## src/pcch_pkg.sv

```systemverilog
`default_nettype none
// ==========================================================
// configuration header constants
package pcch_pkg;

  // ==========================================================
  // register offsets (byte addresses)
  localparam logic [7:0] OFS_CMD_STATUS = 8'h04;
  localparam logic [7:0] OFS_CLASS_REV = 8'h08;
  localparam logic [7:0] OFS_CLS_LAT = 8'h0C;
  localparam logic [7:0] OFS_WIN_BASE = 8'h10;
  localparam logic [7:0] OFS_INT_GNT = 8'h3C;

  // ==========================================================
  // fixed field values
  localparam logic [7:0] BASE_CLASS = 8'h02;
  localparam logic [7:0] SUB_CLASS = 8'h80;
  localparam logic [7:0] PROG_IF = 8'h00;
  localparam logic [6:0] HEADER_LAYOUT = 7'h00;
  localparam logic MULTIFUNCTION = 1'b0;
  localparam logic [7:0] INT_PIN_CODE = 8'h01;
  localparam logic [7:0] MIN_GRANT_CODE = 8'h05;
  localparam logic [7:0] MAX_LAT_CODE = 8'h0F;
  localparam logic [1:0] DEVSEL_TIMING = 2'h1;
  localparam logic FAST_B2B_CAP = 1'b1;
  localparam logic [3:0] WIN_LOW_BITS = 4'h0;

  // ==========================================================
  // field positions
  localparam int PAR_FLAG_BIT = 31;
  localparam int DEVSEL_LSB = 25;
  localparam int FAST_B2B_BIT = 23;
  localparam int PREN_BIT = 6;
  localparam int MEN_BIT = 1;
  localparam int WIN_LSB = 12;
  localparam int WIN_W = 32 - WIN_LSB;

  // ==========================================================
  // reset values
  localparam logic [7:0] CLS_RST = 8'h00;
  localparam logic [7:0] LAT_RST = 8'h00;
  localparam logic [7:0] INT_LINE_RST = 8'h00;
  localparam logic [WIN_W-1:0] WIN_BASE_RST = 20'h0_0000;
  localparam logic [31:0] RDATA_RST = 32'h0000_0000;

  // ==========================================================
  // timing: grant and latency fields count 250 ns units
  localparam int GRANT_UNIT_NS = 250;
  localparam int CLK_PERIOD_NS = 50;
  localparam int GRANT_UNIT_CYCLES = GRANT_UNIT_NS / CLK_PERIOD_NS;

  // ==========================================================
  // master read commands
  typedef logic [3:0] pcch_rdcmd_type;
  localparam pcch_rdcmd_type CMD_MEM_READ = 4'h6;
  localparam pcch_rdcmd_type CMD_MEM_READ_LINE = 4'hE;
  localparam pcch_rdcmd_type CMD_MEM_READ_MULT = 4'hC;

  // ==========================================================
  // carriers
  typedef struct packed {
    logic sel;
    logic rd;
    logic wr;
    logic [7:0] offset;
    logic [3:0] be;
    logic [31:0] wdata;
  } pcch_cfg_req_type;

  typedef struct packed {
    logic valid;
    logic [31:0] addr;
  } pcch_mem_req_type;

endpackage
`default_nettype wire

```

## src/pcch_read_cmd.sv

```systemverilog
`timescale 1ns/100ps
`default_nettype none
// ==========================================================
// master read command selection from transfer size
module pcch_read_cmd #(
  parameter int LEN_W = 8
) (
  input wire logic clk,
  input wire logic reset_n,
  input wire logic req_valid,
  input wire logic [LEN_W-1:0] req_len,
  input wire logic [7:0] cacheline_size_field,
  output logic cmd_valid_r,
  output pcch_pkg::pcch_rdcmd_type cmd_r
);

  initial begin
    if (LEN_W < 8) begin
      $error("length width must cover the cacheline size");
    end
  end

  // ==========================================================
  // single dword, within a line, or beyond a line
  wire logic is_single = (req_len == LEN_W'(1));
  wire logic within_line = (req_len <= LEN_W'(cacheline_size_field));
  wire pcch_pkg::pcch_rdcmd_type cmd_nxt = is_single ? pcch_pkg::CMD_MEM_READ :
    within_line ? pcch_pkg::CMD_MEM_READ_LINE : pcch_pkg::CMD_MEM_READ_MULT;

  // registered so the command settles with its valid
  always_ff @(posedge clk or negedge reset_n) begin
    if (!reset_n) begin
      cmd_valid_r <= 1'b0;
      cmd_r <= pcch_pkg::CMD_MEM_READ;
    end else begin
      cmd_valid_r <= req_valid;
      cmd_r <= cmd_nxt;
    end
  end

endmodule
`default_nettype wire

```

## src/pcch_mem_window.sv

```systemverilog
`timescale 1ns/100ps
`default_nettype none
// ==========================================================
// 4k memory window claim
module pcch_mem_window #(
  parameter int BASE_W = 20
) (
  input wire pcch_pkg::pcch_mem_req_type mem_req,
  input wire logic memory_space_enable,
  input wire logic [BASE_W-1:0] base_address_field,
  output logic mem_claim
);

  initial begin
    if (BASE_W != pcch_pkg::WIN_W) begin
      $error("base width must match the 4k window");
    end
  end

  // ==========================================================
  // combinational claim; only upper address bits compared
  wire logic addr_hit = (mem_req.addr[31:pcch_pkg::WIN_LSB] == base_address_field);
  assign mem_claim = mem_req.valid & memory_space_enable & addr_hit;

endmodule
`default_nettype wire

```

## src/pcch_config_header.sv

```systemverilog
//Behaviour
// - parity error flag sets on any detected parity error, even if reporting off
// - class register is read-only: 02, 80, 00, revision
// - master read: one dword Memory Read, within line Read Line, else Multiple
// - cacheline size bits 7:0, latency timer 15:8, writable, reset zero
// - header layout bits 22:16 read fixed code, upper byte reads zero
// - multifunction bit 23 reads low
// - window base bit 0 low, bits 2:1 read 00
// - prefetchable bit 3 reads low
// - base bits 11:4 read zero, bits 31:12 writable, reset zero
// - memory mapping only, gated by the memory space enable
// - interrupt line bits 7:0 writable, reset zero
// - interrupt pin field reads 01
// - min grant reads 05, max latency reads 0F, 250 ns units
// - configuration registers reachable only during a selected config cycle
// - status bits clear by writing one, zero leaves them
// - writable bits reset to zero, read-only writes ignored
`timescale 1ns/100ps
`default_nettype none
module pcch_config_header #(
  parameter int LEN_W = 8,
  parameter logic [7:0] REVISION = 8'h5A // arbitrary value
) (
  input wire logic clk,
  input wire logic reset_n,
  input wire pcch_pkg::pcch_cfg_req_type cfg_req,
  output logic [31:0] cfg_rdata_r,
  output logic cfg_ack_r,
  input wire logic parity_err_detect,
  input wire pcch_pkg::pcch_mem_req_type mem_req,
  output logic mem_claim,
  input wire logic rd_req_valid,
  input wire logic [LEN_W-1:0] rd_req_len,
  output logic rd_cmd_valid_r,
  output pcch_pkg::pcch_rdcmd_type rd_cmd_r,
  output logic memory_space_enable,
  output logic parity_report_enable,
  output logic [7:0] latency_timer_field,
  output logic [7:0] interrupt_line_field
);

  initial begin
    if (LEN_W < 8 || LEN_W > 16) begin
      $error("transfer length width out of range");
    end
  end

  // ==========================================================
  // byte-lane merge used by the cacheline, latency, interrupt line and upper window base bytes
  function automatic logic [7:0] lane_merge(input logic [7:0] old_v,
                                            input logic [7:0] new_v,
                                            input logic en);
    lane_merge = en ? new_v : old_v;
  endfunction

  // ==========================================================
  // state
  logic parity_error_flag_r;
  logic pren_r;
  logic men_r;
  logic [7:0] cls_r;
  logic [7:0] lat_r;
  logic [pcch_pkg::WIN_W-1:0] base_r;
  logic [7:0] int_line_r;

  // ==========================================================
  // access qualification: only while the config select is up
  wire logic cfg_rd = cfg_req.sel & cfg_req.rd;
  wire logic cfg_wr = cfg_req.sel & cfg_req.wr & ~cfg_req.rd;
  wire logic [7:0] ofs = {cfg_req.offset[7:2], 2'b00};
  wire logic hit_cmd = (ofs == pcch_pkg::OFS_CMD_STATUS);
  wire logic hit_class = (ofs == pcch_pkg::OFS_CLASS_REV);
  wire logic hit_cls = (ofs == pcch_pkg::OFS_CLS_LAT);
  wire logic hit_base = (ofs == pcch_pkg::OFS_WIN_BASE);
  wire logic hit_int = (ofs == pcch_pkg::OFS_INT_GNT);
  wire logic [31:0] wd = cfg_req.wdata;
  wire logic [3:0] be = cfg_req.be;

  // ==========================================================
  // write strobes; read-only registers have none at all
  wire logic wr_cmd = cfg_wr & hit_cmd;
  wire logic wr_cls = cfg_wr & hit_cls;
  wire logic wr_base = cfg_wr & hit_base;
  wire logic wr_int = cfg_wr & hit_int;

  // ==========================================================
  // next values
  // the detect wins over a same-cycle clear so no error is lost
  wire logic par_flag_clr = wr_cmd & be[3] & wd[pcch_pkg::PAR_FLAG_BIT];
  wire logic parity_error_flag_nxt = parity_err_detect |
    (parity_error_flag_r & ~par_flag_clr);
  wire logic pren_nxt = (wr_cmd & be[0]) ? wd[pcch_pkg::PREN_BIT] : pren_r;
  wire logic men_nxt = (wr_cmd & be[0]) ? wd[pcch_pkg::MEN_BIT] : men_r;
  wire logic [7:0] cls_nxt = lane_merge(cls_r, wd[7:0], wr_cls & be[0]);
  wire logic [7:0] lat_nxt = lane_merge(lat_r, wd[15:8], wr_cls & be[1]);
  wire logic [pcch_pkg::WIN_W-1:0] base_nxt = {
    lane_merge(base_r[19:12], wd[31:24], wr_base & be[3]),
    lane_merge(base_r[11:4], wd[23:16], wr_base & be[2]),
    (wr_base & be[1]) ? wd[15:12] : base_r[3:0]
  };
  wire logic [7:0] int_line_nxt = lane_merge(int_line_r, wd[7:0], wr_int & be[0]);

  // ==========================================================
  // read images
  // status half: flag 31, device select timing 26:25, fast back-to-back 23
  wire logic [31:0] img_cmd = {parity_error_flag_r, 4'h0, pcch_pkg::DEVSEL_TIMING, 1'b0,
    pcch_pkg::FAST_B2B_CAP, 7'h00, 9'h000, pren_r, 4'h0, men_r, 1'b0};
  wire logic [31:0] img_class = {pcch_pkg::BASE_CLASS, pcch_pkg::SUB_CLASS,
    pcch_pkg::PROG_IF, REVISION};
  wire logic [31:0] img_cls = {8'h00, pcch_pkg::MULTIFUNCTION, pcch_pkg::HEADER_LAYOUT,
    lat_r, cls_r};
  // low nibble: memory space, 32-bit anywhere, not prefetchable
  wire logic [31:0] img_base = {base_r, 8'h00, pcch_pkg::WIN_LOW_BITS};
  wire logic [31:0] img_int = {pcch_pkg::MAX_LAT_CODE, pcch_pkg::MIN_GRANT_CODE,
    pcch_pkg::INT_PIN_CODE, int_line_r};
  // unmapped offsets read as zero
  wire logic [31:0] rd_mux = hit_cmd ? img_cmd :
                             hit_class ? img_class :
                             hit_cls ? img_cls :
                             hit_base ? img_base :
                             hit_int ? img_int : 32'h0000_0000;

  // ==========================================================
  // status and command registers
  always_ff @(posedge clk or negedge reset_n) begin
    if (!reset_n) begin
      parity_error_flag_r <= 1'b0;
      pren_r <= 1'b0;
      men_r <= 1'b0;
    end else begin
      parity_error_flag_r <= parity_error_flag_nxt;
      pren_r <= pren_nxt;
      men_r <= men_nxt;
    end
  end

  // header writable fields, all zero out of reset
  always_ff @(posedge clk or negedge reset_n) begin
    if (!reset_n) begin
      cls_r <= pcch_pkg::CLS_RST;
      lat_r <= pcch_pkg::LAT_RST;
      base_r <= pcch_pkg::WIN_BASE_RST;
      int_line_r <= pcch_pkg::INT_LINE_RST;
    end else begin
      cls_r <= cls_nxt;
      lat_r <= lat_nxt;
      base_r <= base_nxt;
      int_line_r <= int_line_nxt;
    end
  end

  // read data and acknowledge, one cycle after the request
  always_ff @(posedge clk or negedge reset_n) begin
    if (!reset_n) begin
      cfg_rdata_r <= pcch_pkg::RDATA_RST;
      cfg_ack_r <= 1'b0;
    end else begin
      cfg_rdata_r <= cfg_rd ? rd_mux : pcch_pkg::RDATA_RST;
      cfg_ack_r <= cfg_rd | cfg_wr;
    end
  end

  // ==========================================================
  // outputs to the rest of the interface
  assign memory_space_enable = men_r;
  assign parity_report_enable = pren_r;
  assign latency_timer_field = lat_r;
  assign interrupt_line_field = int_line_r;

  // ==========================================================
  // sub-blocks
  pcch_read_cmd #(
    .LEN_W(LEN_W)
  ) u_read_cmd (
    .clk(clk),
    .reset_n(reset_n),
    .req_valid(rd_req_valid),
    .req_len(rd_req_len),
    .cacheline_size_field(cls_r),
    .cmd_valid_r(rd_cmd_valid_r),
    .cmd_r(rd_cmd_r)
  );

  pcch_mem_window #(
    .BASE_W(pcch_pkg::WIN_W)
  ) u_mem_window (
    .mem_req(mem_req),
    .memory_space_enable(men_r),
    .base_address_field(base_r),
    .mem_claim(mem_claim)
  );
endmodule
`default_nettype wire

```

## config.mk

```make
export PLATFORM = sky130hd
export DESIGN_NAME = pcch_config_header
export DESIGN_NICKNAME = d
export VERILOG_FILES = /design/src/pcch_pkg.sv /design/src/pcch_read_cmd.sv /design/src/pcch_mem_window.sv /design/src/pcch_config_header.sv
export SDC_FILE = /design/constraint.sdc
export NUM_CORES = 1
export LEC_CHECK = 0
export BUFFER_PORTS_ARGS = -buffer_cell sky130_fd_sc_hd__buf_4
export CAP_MARGIN = 25
export CORE_ASPECT_RATIO = 0.9
export CORE_MARGIN = 8
export CORE_UTILIZATION = 45
export CTS_BUF_LIST = sky130_fd_sc_hd__clkbuf_8
export DETAILED_ROUTE_END_ITERATION = 8
export PLACE_DENSITY = 0.85
export SETUP_SLACK_MARGIN = 0.2
export SYNTH_ARGS = -nofsm -noshare
export SYNTH_HDL_FRONTEND = slang
export SYNTH_HIERARCHICAL = 1
export SYNTH_SLANG_ARGS = --single-unit
export TNS_END_PERCENT = 100
```

## constraint.sdc

```tcl
create_clock -name clk -period 2.67 [get_ports clk]
set_input_delay 0.4005 -clock clk [delete_from_list [all_inputs] [get_ports clk]]
set_output_delay 0.4005 -clock clk [all_outputs]
set_load 0.01 [all_outputs]
```

==> flow_metrics.py <==
metrics = {
    "run_status": {
        "status": "finished clean",
    },
    "timing": {
        "max_slew.worst_pin.slew_ps": 558,
        "timing.fmax_ghz": 0.447,
        "drv_slew": 0,
        "final_hold_viol_count": 0,
        "fin_tns_setup_ps": 0,
        "setup_viol": 0,
        "period_share_pct": 83.8,
        "min_period_ps": 2240,
        "max_slew_margin_pct": 62.4,
        "fin_skew_ps": 5.81,
        "rsz0062_at_grt": "no",
    },
    "placed_design": {
        "io_buffer_count": 132,
        "gp_congestion": 0.852,
        "detailed_place.area_mm2": 0.00477,
        "hpwl_um": 7790,
    },
    "yosys": {
        "syn_area_per_cell_um2": 12.6,
        "synth_edf_count": 0,
        "synthArstFlopShare_pct": 100,
        "synthFlopType": "dfrtp_1",
        "synth-seq-cells": 83,
        "synth.distinct_cells": 41,
        "syn_nets": 391,
        "synth_cells": 291,
        "syn_area_mm2": 0.00367,
        "seq_area_frac_synth_pct": 56.6,
        "yosysWarnings": 6,
    },
    "die": {
        "core_area_mm2": 0.00799,
        "initial_core_util_pct": 45.9,
        "die_w_um": 111,
        "dieHeight_um": 102,
        "pin_count": 149,
        "fp-row-count": 31,
        "die-area_mm2": 0.0113,
    },
    "power_and_ir_drop": {
        "p_per_area_mw_per_mm2": 505,
        "irDropWorstVdd_mv": 0.324,
        "power.leakage_nw": 2.56,
        "swShare_pct": 23.2,
        "seq_power_share_pct": 51.4,
        "p_comb_share_pct": 9.9,
        "internal_power_w": 0.00194,
        "p_sw_w": 0.000586,
        "power.share.clock_pct": 38.7,
    },
    "route": {
        "routedWlPerCell_um": 18.5,
        "ant_nets": 0,
        "drt_iter0_markers": 71,
        "vias_per_cell": 5.11,
        "wirelength_um": 9860,
        "drc_errors": 0,
        "vias": 2716,
        "dr.pass1.iters": 5,
    },
    "layout": {
        "final_cell_mix": "136 x buf_4, 82 x dfrtp_1, 28 x mux2_2",
        "nets": 528,
        "finalInstanceArea_mm2": 0.00500,
        "area_delta_synth_final_pct": 36.1,
        "drive_above_1_share_pct": 43.6,
        "antenna_cells": 0,
        "layout_commonest_cell": "buf_4",
    },
    "grt": {
        "grt_pass1_vias": 3117,
        "grt_pass1_wl_um": 15900,
        "antenna_found_initial": 0,
        "gr-total-overflow": 0,
        "track_usage_pct": 17.9,
        "grt_max_degree": 50,
    },
    "clocking": {
        "cts_tree": "built",
        "htree_levels": 3,
        "cts_root_buf": "clkbuf_8",
        "post_cts_buffers": 0,
        "clkLatencyLatePin_ps": 350,
        "clkTransAtPathRegs_ps": 80,
        "clockBufferDepth": 2,
        "cts_buffers": 9,
        "clock-sinks": 83,
    },
    "worst_hold_path": {
        "hold_class": "input port to register",
    },
    "worst_setup_path": {
        "cp.required_ps": 2270,
        "crit_path_start_kind": "register",
        "crit_type": "register to output port",
        "crit_fanout": 3,
        "arrival_ps": 1840,
        "crit_path_end_kind": "output port",
    },
    "run": {
        "maxCapViolations": 0,
    },
}
## worst paths after layout
kind | from | cells past startpoint | slack (ps) | end
min reg2reg | parity_error_flag_r | 1 | 510 | parity_error_flag_r
min in group asynchronous | reset_n | 2 | 530 | cfg_rdata_r[3]
max reg2reg | cls_r[1] | 6 | 1260 | u_read_cmd/cmd_r[1]
max in group asynchronous | reset_n | 3 | 1470 | u_read_cmd/cmd_r[1]
min | rd_req_valid | 1 | 150 | u_read_cmd/cmd_valid_r
max | base_r[0] | 5 | 430 | mem_claim
## registers in the layout, indices dropped and copies added, names as in the netlist
signal and count:
interrupt_line_field 8, parity_error_flag_r 1, base_r 20, parity_report_enable 1, cfg_ack_r 1, cfg_rdata_r 32, u_read_cmd/cmd_valid_r 1, cls_r 8
latency_timer_field 8, memory_space_enable 1, u_read_cmd/cmd_r 2
## critical path: stages (launching register included)
cell and delay [ps]:
dfrtp_1 410, xor2_1 200, nor4_1 280, nand4_1 160, nor4_2 280, buf_4 160
## Yosys cell counts, types with 3 or more instances
| cell type | count | area, µm² |
|---|---|---|
| a22oi_1 | 9 | 67.6 |
| nor4_1 | 5 | 31.3 |
| nand4_1 | 7 | 43.8 |
| nand3_1 | 4 | 20.0 |
| nor2_1 | 24 | 90.1 |
| mux2_2 | 28 | 315 |
| mux2_1 | 18 | 203 |
| xnor2_1 | 13 | 114 |
| buf_4 | 4 | 30.0 |
| nor3_1 | 3 | 15.0 |
| dfrtp_1 | 82 | 2050 |
| ha_1 | 8 | 100 |
| clkbuf_1 | 3 | 11.3 |
| and3_1 | 8 | 50.1 |
| buf_2 | 5 | 25.0 |
| a211oi_1 | 4 | 30.0 |
| xor2_1 | 8 | 70.1 |
| inv_1 | 8 | 30.0 |
| a21oi_1 | 9 | 45.0 |
| nand2_1 | 7 | 26.3 |
| and2_1 | 8 | 50.1 |
## what timing repair did
item / CTS / global route
hold endpoints to repair: 16 / 0
hold buffers: 1 / 0
gates resized for setup: 0 / 0
## cells by family after synthesis
kind of cell    after synthesis  share of synthesized area [%]
flops                        83                           56.6
simple gates                 77                           12.2
mux                          46                           14.1
compound gates               34                           6.44
xor+xnor                     21                           5.01
buf+inv                      20                           2.63
fa+ha+maj                     8                           2.73
other cells                   2                          0.205
## power groups by stage
stage	registers, W	logic [W]	clock network [W]
after floorplan	0.00132	0.0000812	0
after global placement	0.00132	0.000243	0
after detailed placement	0.00132	0.000251	0
after CTS	0.00130	0.000254	0.00100
after global routing	0.00130	0.000276	0.00106
final	0.00130	0.000250	0.000978
## final cells by class
type | instances | area (µm²)
fill | 656 | 2990
sequential | 83 | 2080
multi-input combinational | 188 | 1500
timing repair buffer | 138 | 1050
clock buffer | 9 | 124
tap | 99 | 124
clock inverter | 7 | 93.8
inverter | 8 | 30.0
## metrics by stage
stage / setup slack (ps) / cells / util, % / total power (W) / hold WS [ps]
after floorplan: 780 / 291 / - / 0.00140 / 105
after global placement: 462 / 515 / 59.7 / 0.00156 / 383
after detailed placement: 440 / 515 / 59.7 / 0.00157 / 383
after CTS: 393 / 532 / 62.5 / 0.00255 / 137
after global routing: 300 / 532 / 62.5 / 0.00264 / 136
final: 434 / 532 / 62.5 / 0.00252 / 153
## per-layer routing
layer	global-route usage, %	part of all wire, %	vias up	wire (µm)
li1	-	-	1290	-
met1	20.5	40	1308	3990
met2	29.6	49	99	4870
met3	6.93	8.1	19	797
met4	7.27	2.1	0	205
met5	0	0	-	0
(Power assumes the default switching activity.)
